`config.mk`:
```
export PLATFORM = sky130hd
export DESIGN_NAME = cba_addr_phase
export DESIGN_NICKNAME = d
export VERILOG_FILES = /design/src/include/cba_pkg.sv /design/src/verilog/cba_addr_phase.sv /design/src/verilog/cba_ratio_latch.sv /design/src/verilog/cba_snoop_check.sv
export SDC_FILE = /design/constraint.sdc
export NUM_CORES = 1
export LEC_CHECK = 0
export BUFFER_PORTS_ARGS = -buffer_cell sky130_fd_sc_hd__buf_4
export CAP_MARGIN = 10
export CELL_PAD_IN_SITES_DETAIL_PLACEMENT = 1
export CELL_PAD_IN_SITES_GLOBAL_PLACEMENT = 1
export CORE_ASPECT_RATIO = 0.9
export CORE_MARGIN = 1.5
export CORE_UTILIZATION = 34
export DETAILED_ROUTE_END_ITERATION = 10
export PLACE_DENSITY_LB_ADDON = 0.1
export SYNTH_ARGS = -nofsm -noshare
export SYNTH_HDL_FRONTEND = slang
export SYNTH_SLANG_ARGS = --single-unit
```
`constraint.sdc`:
```
create_clock -name ref_clk -period 2.5 [get_ports ref_clk]
set_input_delay 0.5 -clock ref_clk [delete_from_list [all_inputs] [get_ports ref_clk]]
set_output_delay 0.5 -clock ref_clk [all_outputs]
set_load 0.02 [all_outputs]
```
`src/include/cba_pkg.sv`:
```
// package for the bus address-phase block
package cba_pkg;
  localparam int ADDR_HI = 31;
  localparam int ADDR_LO = 3;
  localparam int SNOOP_LO = 5;
  localparam int LANES = 8;
  // core ratio in half steps (ratio x 2)
  localparam logic [3:0] RATIO_2P5 = 4'h5;
  localparam logic [3:0] RATIO_3P0 = 4'h6;
  localparam logic [3:0] RATIO_3P5 = 4'h7;
  localparam logic [3:0] RATIO_4P0 = 4'h8;
  localparam logic [3:0] RATIO_4P5 = 4'h9;
  localparam logic [3:0] RATIO_5P0 = 4'ha;
  localparam logic [3:0] RATIO_5P5 = 4'hb;
  localparam logic [3:0] RATIO_6P0 = 4'hc;
  localparam logic [2:0] STRAP_DEFAULT = 3'h7;
  localparam real STRAP_SETUP_MS = 1.0;
  localparam int STRAP_HOLD_CLKS = 2;

  typedef struct packed {
    logic [31:3] addr;
    logic [7:0] lanes_n;
    logic burst;
    logic writeback;
  } cba_req_type;

  typedef struct packed {
    logic [31:3] addr;
    logic parity;
  } cba_addr_type;

  function automatic logic even_par(input logic [31:5] a);
    even_par = ^a;
  endfunction
endpackage

```
`src/verilog/cba_addr_phase.sv`:
```
// address-phase engine of the synchronous system bus
// Functional notes
// - address valid with strobe, held until next-address or last transfer-ready
// - address keeps driving while idle unless floated
// - snoop address bits 31..5 captured on snoop strobe; far end drives 4..3
// - address floats on release, backoff or hold grant; resumes on negation
// - strobe asserted exactly one clock per cycle with address
// - non-pipelined: new cycle only after edge of last transfer-ready
// - pipelined: strobe may follow next-address by one edge
// - under address release only snoop-hit writebacks may start
// - strobe floats on backoff and hold grant
// - duplicate strobe identical to primary
// - release floats only address and parity
// - release sampled every edge, also during reset
// - parity even across parity bit and address 31..5
// - parity held and floated like the address
// - snoop parity sampled with snoop strobe and checked
// - parity error one-clock pulse the edge after snoop strobe
// - parity error output registered, glitch-free
// - lane enable n covers data byte n, active low
// - lane enables held like address, not floated by release
// - straps decode to core ratio 2.5x..6.0x, default 3.5x
// - straps latched at reset release
`timescale 1ns/1ps
module cba_addr_phase
  import cba_pkg::*;
(
  input wire logic ref_clk,
  input wire logic rst,
  input wire logic req_valid,
  output logic req_ready,
  input wire cba_req_type req,
  input wire logic next_address_ok_n,
  input wire logic transfer_ready_in_n,
  input wire logic external_snoop_strobe_n,
  input wire logic address_release_req,
  input wire logic bus_backoff_n,
  input wire logic hold_req,
  output logic hold_grant,
  input wire logic [31:3] addr_in,
  output logic [31:3] addr_out,
  output logic addr_oe,
  input wire logic addr_parity_in,
  output logic addr_parity_out,
  output logic addr_parity_oe,
  output logic [7:0] byte_lane_enables_n,
  output logic lanes_oe,
  output logic cycle_start_strobe_n,
  output logic cycle_start_strobe_dup_n,
  output logic strobe_oe,
  output logic addr_parity_error_out_n,
  output logic snoop_valid,
  output logic [31:5] snoop_addr,
  input wire logic [2:0] core_ratio_select,
  output logic [3:0] core_ratio_x2
);
  typedef enum logic [1:0] {IDLE, ACTIVE, PIPE} cba_state_type;
  cba_state_type state;
  logic [2:0] beats_left;
  logic [2:0] pipe_beats;
  logic ready_seen;
  logic na_seen;
  logic backoff;
  logic release_on;
  logic last_ready;
  logic start;
  logic na_flag;
  logic release_q;
  logic drive_q;
  cba_addr_type hold_addr;

  assign backoff = !bus_backoff_n;
  assign release_on = address_release_req;
  assign ready_seen = !transfer_ready_in_n && state != IDLE && !backoff;
  assign last_ready = ready_seen && beats_left == 3'h1;
  assign na_seen = !next_address_ok_n && state == ACTIVE;

  // new cycle: bus owned, at most one pipelined behind the active one, release lets only writebacks out
  always_comb begin
    req_ready = !backoff && !hold_grant && !hold_req && cycle_start_strobe_n
      && (state == IDLE || (state == ACTIVE && na_flag))
      && (!release_on || req.writeback);
  end
  assign start = req_valid && req_ready;

  always_ff @(posedge ref_clk or posedge rst) begin
    if (rst) begin
      na_flag <= 1'b0;
    end else if (start || last_ready || backoff) begin
      na_flag <= 1'b0;
    end else if (na_seen) begin
      na_flag <= 1'b1;
    end
  end

  always_ff @(posedge ref_clk or posedge rst) begin
    if (rst) begin
      hold_grant <= 1'b0;
    end else begin
      hold_grant <= hold_req && (state == IDLE || hold_grant);
    end
  end

  // cycle tracking; backoff aborts, the cycle is resubmitted by the core
  always_ff @(posedge ref_clk or posedge rst) begin
    if (rst) begin
      state <= IDLE;
      beats_left <= 3'h0;
      pipe_beats <= 3'h0;
    end else if (backoff) begin
      state <= IDLE;
      beats_left <= 3'h0;
    end else begin
      case (state)
        IDLE: begin
          if (start) begin
            state <= ACTIVE;
            beats_left <= req.burst ? 3'h4 : 3'h1;
          end
        end
        ACTIVE: begin
          if (start) begin
            state <= PIPE;
            pipe_beats <= req.burst ? 3'h4 : 3'h1;
          end
          if (last_ready) begin
            state <= start ? ACTIVE : IDLE;
            beats_left <= req.burst ? 3'h4 : 3'h1;
          end else if (ready_seen) begin
            beats_left <= beats_left - 3'h1;
          end
        end
        PIPE: begin
          if (last_ready) begin
            state <= ACTIVE;
            beats_left <= pipe_beats;
          end else if (ready_seen) begin
            beats_left <= beats_left - 3'h1;
          end
        end
        default: state <= IDLE;
      endcase
    end
  end

  // address, parity and lanes change only at a start; idle keeps the last value
  always_ff @(posedge ref_clk or posedge rst) begin
    if (rst) begin
      hold_addr <= '0;
      byte_lane_enables_n <= 8'hff;
    end else if (start) begin
      hold_addr.addr <= req.addr;
      hold_addr.parity <= even_par(req.addr[31:5]);
      byte_lane_enables_n <= req.lanes_n;
    end
  end
  assign addr_out = hold_addr.addr;
  assign addr_parity_out = hold_addr.parity;

  always_ff @(posedge ref_clk or posedge rst) begin
    if (rst) begin
      cycle_start_strobe_n <= 1'b1;
    end else begin
      cycle_start_strobe_n <= !start;
    end
  end
  assign cycle_start_strobe_dup_n = cycle_start_strobe_n;

  // output enables registered so float/resume happens off the sampling edge
  always_ff @(posedge ref_clk or posedge rst) begin
    if (rst) begin
      drive_q <= 1'b1;
      lanes_oe <= 1'b1;
      strobe_oe <= 1'b1;
    end else begin
      drive_q <= !(backoff || (hold_req && (state == IDLE || hold_grant)));
      lanes_oe <= !(backoff || (hold_req && (state == IDLE || hold_grant)));
      strobe_oe <= !(backoff || (hold_req && (state == IDLE || hold_grant)));
    end
  end
  // no reset on purpose: release must float the address even while rst is high
  always_ff @(posedge ref_clk) begin
    release_q <= release_on;
  end
  assign addr_oe = drive_q && !release_q;
  assign addr_parity_oe = addr_oe;

  cba_snoop_check u_snoop (
    .ref_clk(ref_clk),
    .rst(rst),
    .snoop_ok(!addr_oe),
    .external_snoop_strobe_n(external_snoop_strobe_n),
    .addr_in(addr_in),
    .addr_parity_in(addr_parity_in),
    .snoop_valid(snoop_valid),
    .snoop_addr(snoop_addr),
    .addr_parity_error_out_n(addr_parity_error_out_n)
  );

  cba_ratio_latch u_ratio (
    .ref_clk(ref_clk),
    .rst(rst),
    .core_ratio_select(core_ratio_select),
    .core_ratio_x2(core_ratio_x2)
  );

  chk_strobe_one: assert property (@(posedge ref_clk) disable iff (rst)
    !cycle_start_strobe_n |=> cycle_start_strobe_n) else $error("strobe wider than one clock");
  chk_addr_hold: assert property (@(posedge ref_clk) disable iff (rst)
    (!cycle_start_strobe_n ##1 !start) |-> $stable(addr_out)) else $error("address moved");
  chk_release_float: assert property (@(posedge ref_clk) disable iff (rst)
    address_release_req |=> !addr_oe && !addr_parity_oe) else $error("release not floating");
  chk_release_lanes: assert property (@(posedge ref_clk) disable iff (rst)
    (address_release_req && bus_backoff_n && !hold_req && !hold_grant) |=> lanes_oe && strobe_oe)
    else $error("release floated lanes");
  chk_backoff_float: assert property (@(posedge ref_clk) disable iff (rst)
    !bus_backoff_n |=> !strobe_oe && !lanes_oe) else $error("backoff not floating");
  chk_release_wb: assert property (@(posedge ref_clk) disable iff (rst)
    (start && address_release_req) |-> req.writeback) else $error("non-writeback under release");
  chk_parity_even: assert property (@(posedge ref_clk) disable iff (rst)
    !cycle_start_strobe_n |-> (^{addr_out[31:5], addr_parity_out}) == 1'b0)
    else $error("address parity odd");
  chk_idle_gap: assert property (@(posedge ref_clk) disable iff (rst)
    (state == ACTIVE && last_ready && !na_flag) |-> !start) else $error("no idle state");
  chk_dup_same: assert property (@(posedge ref_clk) disable iff (rst)
    cycle_start_strobe_dup_n == cycle_start_strobe_n) else $error("strobe copy differs");
  chk_hold_float: assert property (@(posedge ref_clk) disable iff (rst)
    hold_grant |-> !addr_oe && !lanes_oe && !strobe_oe) else $error("hold not floating");
  chk_backoff_addr: assert property (@(posedge ref_clk) disable iff (rst)
    !bus_backoff_n |=> !addr_oe && !addr_parity_oe) else $error("backoff kept address");
  chk_release_resume: assert property (@(posedge ref_clk) disable iff (rst)
    ($fell(address_release_req) && bus_backoff_n && !hold_req && !hold_grant) |=> addr_oe)
    else $error("address not resumed");
  chk_snoop_capture: assert property (@(posedge ref_clk) disable iff (rst)
    (!addr_oe && !external_snoop_strobe_n) |=> snoop_valid && snoop_addr == $past(addr_in[31:5]))
    else $error("snoop address not taken");
  chk_lanes_hold: assert property (@(posedge ref_clk) disable iff (rst)
    (!cycle_start_strobe_n ##1 !start) |-> $stable(byte_lane_enables_n))
    else $error("lanes moved");
endmodule

```
`src/verilog/cba_ratio_latch.sv`:
```
// latches the core ratio straps at reset release
`timescale 1ns/1ps
module cba_ratio_latch
  import cba_pkg::*;
(
  input wire logic ref_clk,
  input wire logic rst,
  input wire logic [2:0] core_ratio_select,
  output logic [3:0] core_ratio_x2
);
  logic armed;
  // straps are caught by the clock at release, never by the async reset
  always_ff @(posedge ref_clk or posedge rst) begin
    if (rst) begin
      armed <= 1'b1;
    end else begin
      armed <= 1'b0;
    end
  end

  always_ff @(posedge ref_clk or posedge rst) begin
    if (rst) begin
      core_ratio_x2 <= RATIO_3P5;
    end else if (armed) begin
      case (core_ratio_select)
        3'h4: core_ratio_x2 <= RATIO_2P5;
        3'h5: core_ratio_x2 <= RATIO_3P0;
        3'h7: core_ratio_x2 <= RATIO_3P5;
        3'h2: core_ratio_x2 <= RATIO_4P0;
        3'h0: core_ratio_x2 <= RATIO_4P5;
        3'h1: core_ratio_x2 <= RATIO_5P0;
        3'h3: core_ratio_x2 <= RATIO_5P5;
        default: core_ratio_x2 <= RATIO_6P0;
      endcase
    end
  end

  chk_ratio_frozen: assert property (@(posedge ref_clk) disable iff (rst)
    (!armed && !$past(armed)) |-> $stable(core_ratio_x2))
    else $error("ratio changed after release");
  chk_ratio_default: assert property (@(posedge ref_clk) disable iff (rst)
    (armed && core_ratio_select == 3'h7) |=> core_ratio_x2 == RATIO_3P5)
    else $error("default ratio wrong");
endmodule

```
`src/verilog/cba_snoop_check.sv`:
```
// inquire address capture and parity check
`timescale 1ns/1ps
module cba_snoop_check
  import cba_pkg::*;
(
  input wire logic ref_clk,
  input wire logic rst,
  input wire logic snoop_ok,
  input wire logic external_snoop_strobe_n,
  input wire logic [31:3] addr_in,
  input wire logic addr_parity_in,
  output logic snoop_valid,
  output logic [31:5] snoop_addr,
  output logic addr_parity_error_out_n
);
  logic bad;
  assign bad = (even_par(addr_in[31:5]) ^ addr_parity_in) != 1'b0;

  always_ff @(posedge ref_clk or posedge rst) begin
    if (rst) begin
      snoop_valid <= 1'b0;
      snoop_addr <= '0;
    end else begin
      snoop_valid <= snoop_ok && !external_snoop_strobe_n;
      if (snoop_ok && !external_snoop_strobe_n) begin
        snoop_addr <= addr_in[31:5];
      end
    end
  end

  // registered so the pin never glitches and may clock system logic
  always_ff @(posedge ref_clk or posedge rst) begin
    if (rst) begin
      addr_parity_error_out_n <= 1'b1;
    end else begin
      addr_parity_error_out_n <= !(snoop_ok && !external_snoop_strobe_n && bad);
    end
  end

  chk_parity_pulse: assert property (@(posedge ref_clk) disable iff (rst)
    (snoop_ok && !external_snoop_strobe_n && bad) |=> !addr_parity_error_out_n)
    else $error("parity error not flagged");
  chk_parity_quiet: assert property (@(posedge ref_clk) disable iff (rst)
    !(snoop_ok && !external_snoop_strobe_n && bad) |=> addr_parity_error_out_n)
    else $error("spurious parity error");
endmodule

```
# Yosys cells after proc, flatten, opt, wreduce, memory -nomap -nowiden
# Index checks and enable logic that the tools add are counted.
# Widths: inputs -> output; s select.
# word_totals
output_inout_bits,79
wordCells,90
memories,0
ram_bits,0
mem_bits_ro,0
input_bits,81
latch_bits,0
reg_bits,85
# classes
n_lt_le_gt_ge,0
add_sub_neg,1
n_eq_ne,13
bitwise_logic,1
div,0
reduce_logical,42
shifts,0
mux,17
multipliers,0
# op_table
op,n
$reduce_xor 27->1,2
$pmux 4 s7,1
$mux 3,6
$logic_and 1x1->1,15
$logic_not 1->1,12
$mux 2,5
$eq 3x3->1 const B,3
$pmux 3 s3,1
$eq 3x1->1 const B,2
$eq 3x2->1 const B,2
$logic_or 1x1->1,6
$ne 3x3->1 const B,2
$pmux 2 s3,1
$reduce_and 3->1,2
$ne 4x1->1 const B,1
$ne 4x4->1 const B,1
$reduce_bool 2->1,2
$logic_not 3->1,1
$mux 1,3
$sub 3x1->3 const B,1
$eq 2x1->1 const B,1
$eq 2x2->1 const B,1
$logic_not 2->1,1
$reduce_and 2->1,1
$xor 1x1->1,1

# Logic depth before layout (Yosys ltp)
# Gate-level depths: netlist of run 1.
# logic_depth
depth_word,11
ltp_mapped,8
depth_no_buf,7

# Hierarchy
# A second synthesis of run 1 with hierarchy kept.
# hier_totals
hier_cells,300
area_unflattened_um2,3993.8
# by_module_without_submodules
mod,cells_per_inst,n_inst,seq_area_each_um2,area_per_inst_um2
cba_addr_phase,199,1,1258.7,2479.9
cba_snoop_check,87,1,726.9,1313.8
cba_ratio_latch,14,1,130.1,200.2

# Least setup slack after synthesis of run 1
# OpenSTA, ideal clock, no wires.
# synth_path
kind,flip-flop to flip-flop
start,reg state[0]
end,reg beats_left[2]
setup_time_ns,0.121
stages_incl_launch_ff,9
t_arrival_ns,1.863
period_less_slack_ns,1.984
t_required_ns,2.379
path_buffers,1
slack_ns,0.516
path_cell_list,dfrtp_1 > inv_1 > ha_1 > buf_6 > or3b_4 > or3_1 > a21oi_1 > o22ai_1 > a22o_1
# synth_between
elab_chain_len,8
word_cells_on_any_way,20
cone_classes,eq/ne (4); mux (5); reduce/logical (11)
# synth_lines
element,line_no,source
from (decl),cba_addr_phase.sv:58,cba_state_type state;
from (signal assigned),cba_addr_phase.sv:127,state <= start ? ACTIVE : IDLE;
$eq 2x1->1,"cba_addr_phase.sv:81, cba_addr_phase.sv:114",
$logic_and 1x1->1,cba_addr_phase.sv:81,&& (state == IDLE || (state == ACTIVE && na_flag))
$logic_or 1x1->1,cba_addr_phase.sv:81,
$logic_and 1x1->1,cba_addr_phase.sv:81,
$logic_and 1x1->1,cba_addr_phase.sv:82,&& (!release_on || req.writeback);
$logic_and 1x1->1,cba_addr_phase.sv:84,assign start = req_valid && req_ready;
$ne 3x3->1 (no line),-,
$reduce_and 2->1 (no line),-,
to (signal assigned),cba_addr_phase.sv:118,beats_left <= req.burst ? 3'h4 : 3'h1;
to (signal assigned),cba_addr_phase.sv:128,beats_left <= req.burst ? 3'h4 : 3'h1;
to (signal assigned),cba_addr_phase.sv:130,beats_left <= beats_left - 3'h1;
to (decl),cba_addr_phase.sv:59,logic [2:0] beats_left;
# Parallel ways exist; a longest one is shown, timed or not.
# A chain may end at the register's enable or synchronous reset.

# Final worst setup path of run 1
# Same ends and word-level chain as after synthesis.

==> metrics.yaml, run 1 <==
place_ws_ps: 325
post-dp-hpwl_mm: 7.19
p_leak_uw: 0.00255
pin_count: 160
max_cap_violations: 0
ys_ff_latch: 84
drc: 0
cp_slowest_cell: "or3b_4"
clkSlewWorstSetupHoldPaths_ps: 60
drt-pass1-iter-count: 4
tritoncts: "yes"
grt_max_degree: 41
fin_crit_sh_pct: 88.7
slew_viol_final: 0
num_rows: 37
multi_input_area_um2: 1720
switching_share_pct: 34.0
hold_violations: 0
fp.dieH_um: 105
synth-async-reset-ratio_pct: 98.8
setup_tns_ps: 0
combPwrFrac_pct: 41.0
finalNetCount: 538
rr_startpoint: "state[0]"
critPathTopFamily: "simple AND/OR/NAND/NOR gates"
relSlewSlack_pct: 62.7
io_buffers: 157
path_cells: "inv_1 > ha_1 > or3b_4 > or3_1 > a21oi_1 > o22ai_1 > a22o_1"
internal_power_uw: 3740
end_kind: "flip-flop"
synthTopCellsByArea: "dfrtp_1, mux2_2, dfstp_2"
postCtsSetupRepairBufs: 0
regArea_um2: 2120
synthMostInstantiatedCell: "dfrtp_1"
r2r_end: "beats_left[2]"
synth_common_cells: "dfrtp_1, mux2_2, xnor2_1"
yosysUniqueCellTypes: 42
cts_hold_buf: 0
yosys_warnings: 0
cts_sinks: 84
start_util_pct: 34.6
crit_required_ps: 2720
irDropWorstVdd_mv: 0.506
ant_nets: 0
first_iter_violations: 60
h-tree-depth: 3
setup_viol: 0
clock_tree.buffer_depth: 2
fp.coreArea_um2: 11400
fillCellCount: 1244
start_kind: "flip-flop"
synthCells: 292
synth_top_cell_area_share_pct: 43.2
layout_min_cycle_time_ps: 2220
grt.overflow.total: 0
fin_skew_ps: 5.69
insertion_delay_ps: 330
grt_pass1_wl_mm: 14.5
drive_gt1_share_pct: 58.3
reg2reg_depth: 7
dr_total_vias: 2839
area_delta_synth_final_pct: 41.7
routedWlPerCell_um: 15.4
die_w_um: 117
cts_resized: 0
total_power_uw: 5670
synth_seq_area_share_pct: 53.7
antenna_found_initial: 0
critical_path_buf_inv_count: 1
antenna_cells: 0
ff2ff_setup_slack_ps: 280
synth_area_um2: 3940
hp-class: "in -> async"
syn-num-nets: 379
rsz0062_at_grt: "false"
die_area_um2: 12300
grt_pass1_vias: 2959
wirelength_mm: 9.42
slowest_delay_ps: 460
crit_fanout: 10
numCtsBuffers: 9
fin_ws_ps: 282
powerDensity_nw_per_um2: 1010
p_switching_uw: 1930
syn_area_per_cell_um2: 13.5
place.gp.congestion: 0.790
viasPerCell: 4.64
tightestPinTransition_ps: 558
fmax_mhz: 451
power.share.sequential_pct: 36.7
criticalPathCategory: "reg -> reg"
status: "completed"
synth_edf_count: 0
grt_usage_pct: 15.8
clockRootBuffer: "clkbuf_16"
synth_top_cell_by_area: "dfrtp_1"
clkPwrFrac_pct: 22.3
crit_arrival_ps: 2440
ys.flop_type: "dfrtp_1"
sequential cells by signal, summed over array words and instances (netlist names):
name	flops
cycle_start_strobe_dup_n	1
addr_out	29
drive_q	1
u_snoop.snoop_valid	1
addr_parity_out	1
pipe_beats	2
beats_left	3
u_ratio.armed	1
na_flag	1
state	2
u_snoop.snoop_addr	27
u_snoop.addr_parity_error_out_n	1
byte_lane_enables_n	8
release_q	1
u_ratio.core_ratio_x2	4
hold_grant	1
layer usage:
metal | global-route usage [%] | share of wire (%) | up-vias
met1 | 19.8 | 43 | 1399
met5 | 0 | 0 | -
met2 | 24.6 | 47 | 97
met3 | 5.10 | 7.6 | 15
met4 | 7.06 | 2.1 | 0
li1 | - | - | 1328
layout by cell type, fill, tap and decap left out, drive strengths merged, types with 4 or more instances in the layout:
master    n
a31oi     4
buf     162
clkbuf   12
clkinv    4
dfrtp    68
dfstp    15
ha        6
inv       8
mux2     67
nand2     7
nand2b    4
nor2      5
o21ai    11
xnor2    42
xnor3     4
xor2      4
power by group through the flow:
stage	registers, uW	clock network, uW	logic [uW]
after detailed placement	2110	0	2350
after CTS	2090	1300	2360
after floorplan	2580	0	892
after global routing	2140	1360	2480
after global placement	2090	0	2310
final	2080	1260	2320
cells by family after synthesis:
kind of cell | Yosys count | share of synthesized area (%)
flops | 84 | 53.7
mux | 68 | 19.4
xor+xnor | 50 | 12.5
compound gates | 32 | 5.30
simple gates | 28 | 4.25
buf+inv | 23 | 2.89
fa+ha+maj | 6 | 1.90
other cells | 1 | 0.0951
layout make-up:
class / count / area share, %
clock buffer: 12 / 4.59
clock inverter: 4 / 0.426
inverter: 9 / 0.672
multi-input combinational: 185 / 30.7
sequential: 84 / 37.9
tap: 156 / 3.49
timing repair buffer: 162 / 22.2
through the flow:
step                      hold WS (ps)  std cells  cell area [um2]  util, %
after floorplan                    449        292             3950        -
after global placement             469        596             5310     46.6
after detailed placement           493        596             5310     46.6
after CTS                          229        612             5590     49.0
after global routing               248        612             5590     49.0
final                              214        612             5590     49.0
how the worst max path moves through the flow:
stage	startpoint	end	slack, ps	depth (start not counted)
2_1_floorplan	state[0]	beats_left[2]	520	8
3_5_place_dp	state[0]	beats_left[2]	330	7
3_3_place_gp	state[0]	beats_left[2]	340	7
6_report	state[0]	beats_left[2]	280	7
4_1_cts	state[0]	beats_left[2]	290	7
5_1_grt	state[0]	beats_left[2]	150	7
(Power assumes the default switching activity.)
==> inputs of run 2 (changes only) <==
PLACE_DENSITY_LB_ADDON = 0.25   (was 0.1)
==> run 2 against run 1 <==
Worst setup slack improved by 11 ps. Sequential power barely moved. Largest cell class unchanged. Critical path depth is the same. Global-route usage grew 1.0 points. Highest routed layer unchanged. Worst hold slack better by 59 ps. First-iteration DRC count grew 42%. Non-clock buffer count stayed put.
==> metrics.yaml, run 2 (synthesized netlist as in run 1, its figures left out) <==
status: "completed"  # unchanged
fp.dieH_um: 105  # unchanged
grt.overflow.total: 0  # unchanged
critical_path_buf_inv_count: 1  # unchanged
internal_power_uw: 3890  # was 3740 uW
hp-class: "in -> async"  # unchanged
antenna_cells: 0  # unchanged
relSlewSlack_pct: 50.9  # was 62.7%
start_util_pct: 34.6  # unchanged
crit_arrival_ps: 2420  # was 2440 ps
hold_violations: 0  # unchanged
die_area_um2: 12300  # unchanged
end_kind: "flip-flop"  # unchanged
crit_fanout: 10  # unchanged
drive_gt1_share_pct: 58.1  # was 58.3%
irDropWorstVdd_mv: 0.539  # was 0.506 mV
drc: 0  # unchanged
setup_viol: 0  # unchanged
ff2ff_setup_slack_ps: 290  # was 280 ps
switching_share_pct: 33.1  # was 34.0%
p_switching_uw: 1920  # was 1930 uW
fin_crit_sh_pct: 88.3  # was 88.7%
h-tree-depth: 3  # unchanged
start_kind: "flip-flop"  # unchanged
tritoncts: "yes"  # unchanged
io_buffers: 157  # unchanged
slowest_delay_ps: 460  # about the same
dr_total_vias: 2845  # was 2839
pin_count: 160  # unchanged
clkPwrFrac_pct: 24.0  # was 22.3%
reg2reg_depth: 7  # unchanged
p_leak_uw: 0.00256  # was 0.00255 uW
area_delta_synth_final_pct: 42.4  # was 41.7%
max_cap_violations: 0  # unchanged
numCtsBuffers: 9  # unchanged
layout_min_cycle_time_ps: 2210  # was 2220 ps
fp.coreArea_um2: 11400  # unchanged
final_util_pct: 49.3  # was 49.0%
grt_max_degree: 34  # was 41
viasPerCell: 4.65  # was 4.64
postCtsSetupRepairBufs: 0  # unchanged
fmax_mhz: 453  # was 451 MHz
fin_skew_ps: 5.33  # was 5.69 ps
routedWlPerCell_um: 16.0  # was 15.4 um
ant_nets: 0  # unchanged
grt_pass1_wl_mm: 15.9  # was 14.5 mm
criticalPathCategory: "reg -> reg"  # unchanged
grt_pass1_vias: 3200  # was 2959
num_rows: 37  # unchanged
antenna_found_initial: 0  # unchanged
post-dp-hpwl_mm: 7.50  # was 7.19 mm
insertion_delay_ps: 330  # about the same
cts_sinks: 84  # unchanged
power.share.sequential_pct: 36.0  # was 36.7%
most-common-layout-cells: "buf_4, dfrtp_1, mux2_2, xnor2_1, dfstp_2"  # unchanged
wirelength_mm: 9.78  # was 9.42 mm
powerDensity_nw_per_um2: 1040  # was 1010 nW/um2
cts_hold_buf: 0  # unchanged
cp_slowest_cell: "or3b_4"  # unchanged
first_iter_violations: 85  # was 60
combPwrFrac_pct: 40.0  # was 41.0%
rr_startpoint: "state[1]"  # was state[0]
place.gp.congestion: 0.800  # was 0.790
critPathTopFamily: "simple AND/OR/NAND/NOR gates"  # unchanged
path_cells: "inv_1 > ha_1 > or3b_4 > or3_1 > a21oi_1 > o22ai_1 > a22o_1"  # unchanged
clock_tree.buffer_depth: 2  # unchanged
slew_viol_final: 0  # unchanged
grt_usage_pct: 16.8  # was 15.8%
largest_reg_flops: 29  # unchanged
rsz0062_at_grt: "false"  # unchanged
drt-pass1-iter-count: 4  # unchanged
cts_resized: 0  # unchanged
fillCellCount: 1251  # was 1244
crit_required_ps: 2720  # about the same
finalNetCount: 538  # unchanged
die_w_um: 117  # unchanged
r2r_end: "beats_left[2]"  # unchanged
layout_commonest_cell: "buf_4"  # unchanged
clkSlewWorstSetupHoldPaths_ps: 60  # about the same
tightestPinTransition_ps: 736  # was 558 ps
setup_tns_ps: 0  # unchanged
clockRootBuffer: "clkbuf_16"  # unchanged
[run 2: cell count changes in the layout (fill, tap and decap cells not counted), sizes merged]
cell,change
clkinv,-2
bufinv,+2
clkbuf,-1
clkinvlp,+1
[run 2: power by group through the flow]
stage | Clock, uW | Combinational, uW | Sequential [uW]
after floorplan | 0 | 892 | 2580
after global placement | 0 | 2300 | 2090
after detailed placement | 0 | 2350 | 2120
after CTS | 1450 | 2360 | 2100
after global routing | 1490 | 2490 | 2160
final | 1400 | 2320 | 2090
[run 2: layout make-up]
type                       instances  area [um2]  share of cell area (%)
clock buffer                      11         233                    4.14
clock inverter                     5        77.6                    1.38
inverter                           9        37.5                   0.668
multi-input combinational        185        1720                    30.5
sequential                        84        2120                    37.7
tap                              156         195                    3.48
timing repair buffer             162        1240                    22.1
[run 2: per-layer routing]
| metal | up-vias | share of wire, % | routed length [um] | GRT usage [%] |
|---|---|---|---|---|
| met1 | 1402 | 40 | 3950 | 19.5 |
| met5 | - | 0 | 0 | 0 |
| met2 | 113 | 50 | 4860 | 28.7 |
| li1 | 1321 | - | - | - |
| met3 | 9 | 8.9 | 867 | 6.67 |
| met4 | 0 | 1.0 | 101 | 4.36 |
[run 2: how the worst max path moves through the flow]
| stage | to | startpoint | cells after the start | slack [ps] |
|---|---|---|---|---|
| floorplan | beats_left[2] | state[0] | 8 | 520 |
| CTS | beats_left[2] | state[1] | 7 | 300 |
| finish | beats_left[2] | state[1] | 7 | 290 |
| detailed placement | beats_left[2] | state[0] | 7 | 310 |
| global placement | beats_left[2] | state[0] | 7 | 350 |
| global route | state[0] | state[1] | 7 | 200 |
[run 2: per-stage QoR]
step,setup WS [ps],instance area (um2),power [uW],cells,hold slack [ps]
after floorplan,516,3950,3480,292,449
after global placement,352,5310,4390,596,470
after detailed placement,314,5310,4470,596,495
after CTS,298,5620,5910,612,270
after global routing,200,5620,6140,612,263
final,294,5620,5810,612,273
==> inputs of run 3 (changes only) <==
CORE_UTILIZATION = 38   (was 34)
clock period = 2.1 ns   (was 2.5 ns; I/O delays follow)
==> run 3 against run 2 <==
Via count down 0.77%. Highest routed layer unchanged. First-iteration DRC count down 12%. Critical path depth unchanged. Cell count down 4.2%. Sequential power up 19%. Clock-buffer cell count unchanged. Wire length down 3.8%. Die area down 10%.
==> metrics.yaml, run 3 (synthesized netlist as in run 1, its figures left out) <==
internal_power_uw: 4660  # was 3890 uW
first_iter_violations: 75  # was 85
start_kind: "flip-flop"  # unchanged
crit_required_ps: 2310  # was 2720 ps
grt_pass1_vias: 3110  # was 3200
most-common-layout-cells: "buf_4, dfrtp_1, mux2_2, xnor2_1, dfstp_2"  # unchanged
ff2ff_setup_slack_ps: 70  # was 290 ps
powerDensity_nw_per_um2: 1240  # was 1040 nW/um2
pin_count: 160  # unchanged
critPathTopFamily: "simple AND/OR/NAND/NOR gates"  # unchanged
tritoncts: "yes"  # unchanged
start_util_pct: 38.8  # was 34.6%
postCtsSetupRepairBufs: 0  # unchanged
fin_skew_ps: 8.04  # was 5.33 ps
largest_reg_flops: 29  # unchanged
fmax_mhz: 493  # was 453 MHz
finalNetCount: 539  # was 538
setup_viol: 0  # unchanged
dr_total_vias: 2823  # was 2845
fp.dieH_um: 99.6  # was 105 um
viasPerCell: 4.82  # was 4.65
grt_max_degree: 42  # was 34
cts_sinks: 84  # unchanged
layout_min_cycle_time_ps: 2030  # was 2210 ps
numCtsBuffers: 9  # unchanged
grt_usage_pct: 17.6  # was 16.8%
fin_area_um2: 5600  # was 5620 um2
clockRootBuffer: "clkbuf_16"  # unchanged
clkPwrFrac_pct: 24.0  # about the same
criticalPathCategory: "reg -> reg"  # unchanged
rsz0062_at_grt: "false"  # unchanged
power.share.sequential_pct: 35.9  # was 36.0%
switching_share_pct: 32.9  # was 33.1%
area_delta_synth_final_pct: 42.1  # was 42.4%
io_buffers: 157  # unchanged
irDropWorstVdd_mv: 0.600  # was 0.539 mV
max_cap_violations: 0  # unchanged
drive_gt1_share_pct: 58.6  # was 58.1%
setup_tns_ps: 0  # unchanged
dp.cells: 570  # was 596
hold_violations: 0  # unchanged
ant_nets: 0  # unchanged
status: "completed"  # unchanged
slowest_delay_ps: 420  # was 460 ps
clkSlewWorstSetupHoldPaths_ps: 70  # was 60 ps
drc: 0  # unchanged
grt_pass1_wl_mm: 15.0  # was 15.9 mm
path_depth: 7  # unchanged
p_leak_uw: 0.00256  # about the same
crit_arrival_ps: 2230  # was 2420 ps
antenna_cells: 0  # unchanged
h-tree-depth: 3  # unchanged
r2r_end: "beats_left[2]"  # unchanged
end_kind: "flip-flop"  # unchanged
clock_tree.buffer_depth: 2  # unchanged
placed_cell_area_um2: 5280  # was 5310 um2
num_rows: 35  # was 37
cts_resized: 0  # unchanged
critPathCapture: "beats_left[2]"  # unchanged
cts_hold_buf: 0  # unchanged
rr_startpoint: "state[0]"  # was state[1]
post-dp-hpwl_mm: 7.33  # was 7.50 mm
routedWlPerCell_um: 16.0  # about the same
grt.overflow.total: 0  # unchanged
drt-pass1-iter-count: 4  # unchanged
place.gp.congestion: 0.804  # was 0.800
stdcell_count: 586  # was 612
insertion_delay_ps: 330  # about the same
fp.coreArea_um2: 10200  # was 11400 um2
die_w_um: 110  # was 117 um
layout_commonest_cell: "buf_4"  # unchanged
critical_path_buf_inv_count: 1  # unchanged
combPwrFrac_pct: 40.1  # was 40.0%
crit_fanout: 6  # was 10
p_switching_uw: 2280  # was 1920 uW
reg2reg_depth: 7  # unchanged
wirelength_mm: 9.40  # was 9.78 mm
antenna_found_initial: 0  # unchanged
cp-startpoint: "state[0]"  # was state[1]
fin_crit_sh_pct: 96.6  # was 88.3%
path_cells: "inv_1 > ha_2 > or3b_4 > or3_1 > a21oi_1 > o22ai_1 > a22o_1"  # was inv_1 > ha_1 > or3b_4 > or3_1 > a21oi_1 > o22ai_1 > a22o_1
die_area_um2: 11000  # was 12300 um2
slew_viol_final: 0  # unchanged
hp-class: "in -> async"  # unchanged
cp_slowest_cell: "or3b_4"  # unchanged
## run 3: metal layers
metal  share of wire (%)  vias up  global-route usage, %
li1                    -     1334                      -
met1                  42     1380                   21.4
met2                  49      101                   30.1
met3                 8.2        8                   5.05
met4                 1.1        0                   5.42
met5                   0        -                      0
## run 3: stage by stage
| step | hold slack [ps] | setup slack (ps) | power, uW | util, % |
|---|---|---|---|---|
| after floorplan | 448 | 116 | 4140 | - |
| after global placement | 434 | 106 | 5240 | 52.0 |
| after detailed placement | 446 | 65.8 | 5340 | 52.0 |
| after CTS | 81.5 | 30.1 | 7050 | 55.1 |
| after global routing | 114 | 11.8 | 7360 | 55.1 |
| final | 84.0 | 71.5 | 6950 | 55.1 |
## run 3: worst min path at each step
stage | to | slack (ps)
2_1_floorplan | release_q | 450
3_3_place_gp | addr_out[4] | 430
3_5_place_dp | addr_out[6] | 450
4_1_cts | addr_out[13] | 80
5_1_grt | addr_out[16] | 110
6_report | addr_out[16] | 80
## run 3: cell type report
class | instances | area (um2)
repair buffers | 163 | 1250
fillers | 1080 | 4560
clock inverters | 5 | 83.8
inverters | 9 | 37.5
flip-flops and latches | 84 | 2120
multi-input cells | 185 | 1720
clock buffers | 11 | 233
well taps | 129 | 161
## run 3: power by group through the flow
stage                     clock network, uW  registers (uW)  logic (uW)
after global placement                    0            2480        2750
after detailed placement                  0            2520        2810
final                                  1670            2490        2790
after floorplan                           0            3080        1060
after CTS                              1730            2500        2820
after global routing                   1790            2570        3000
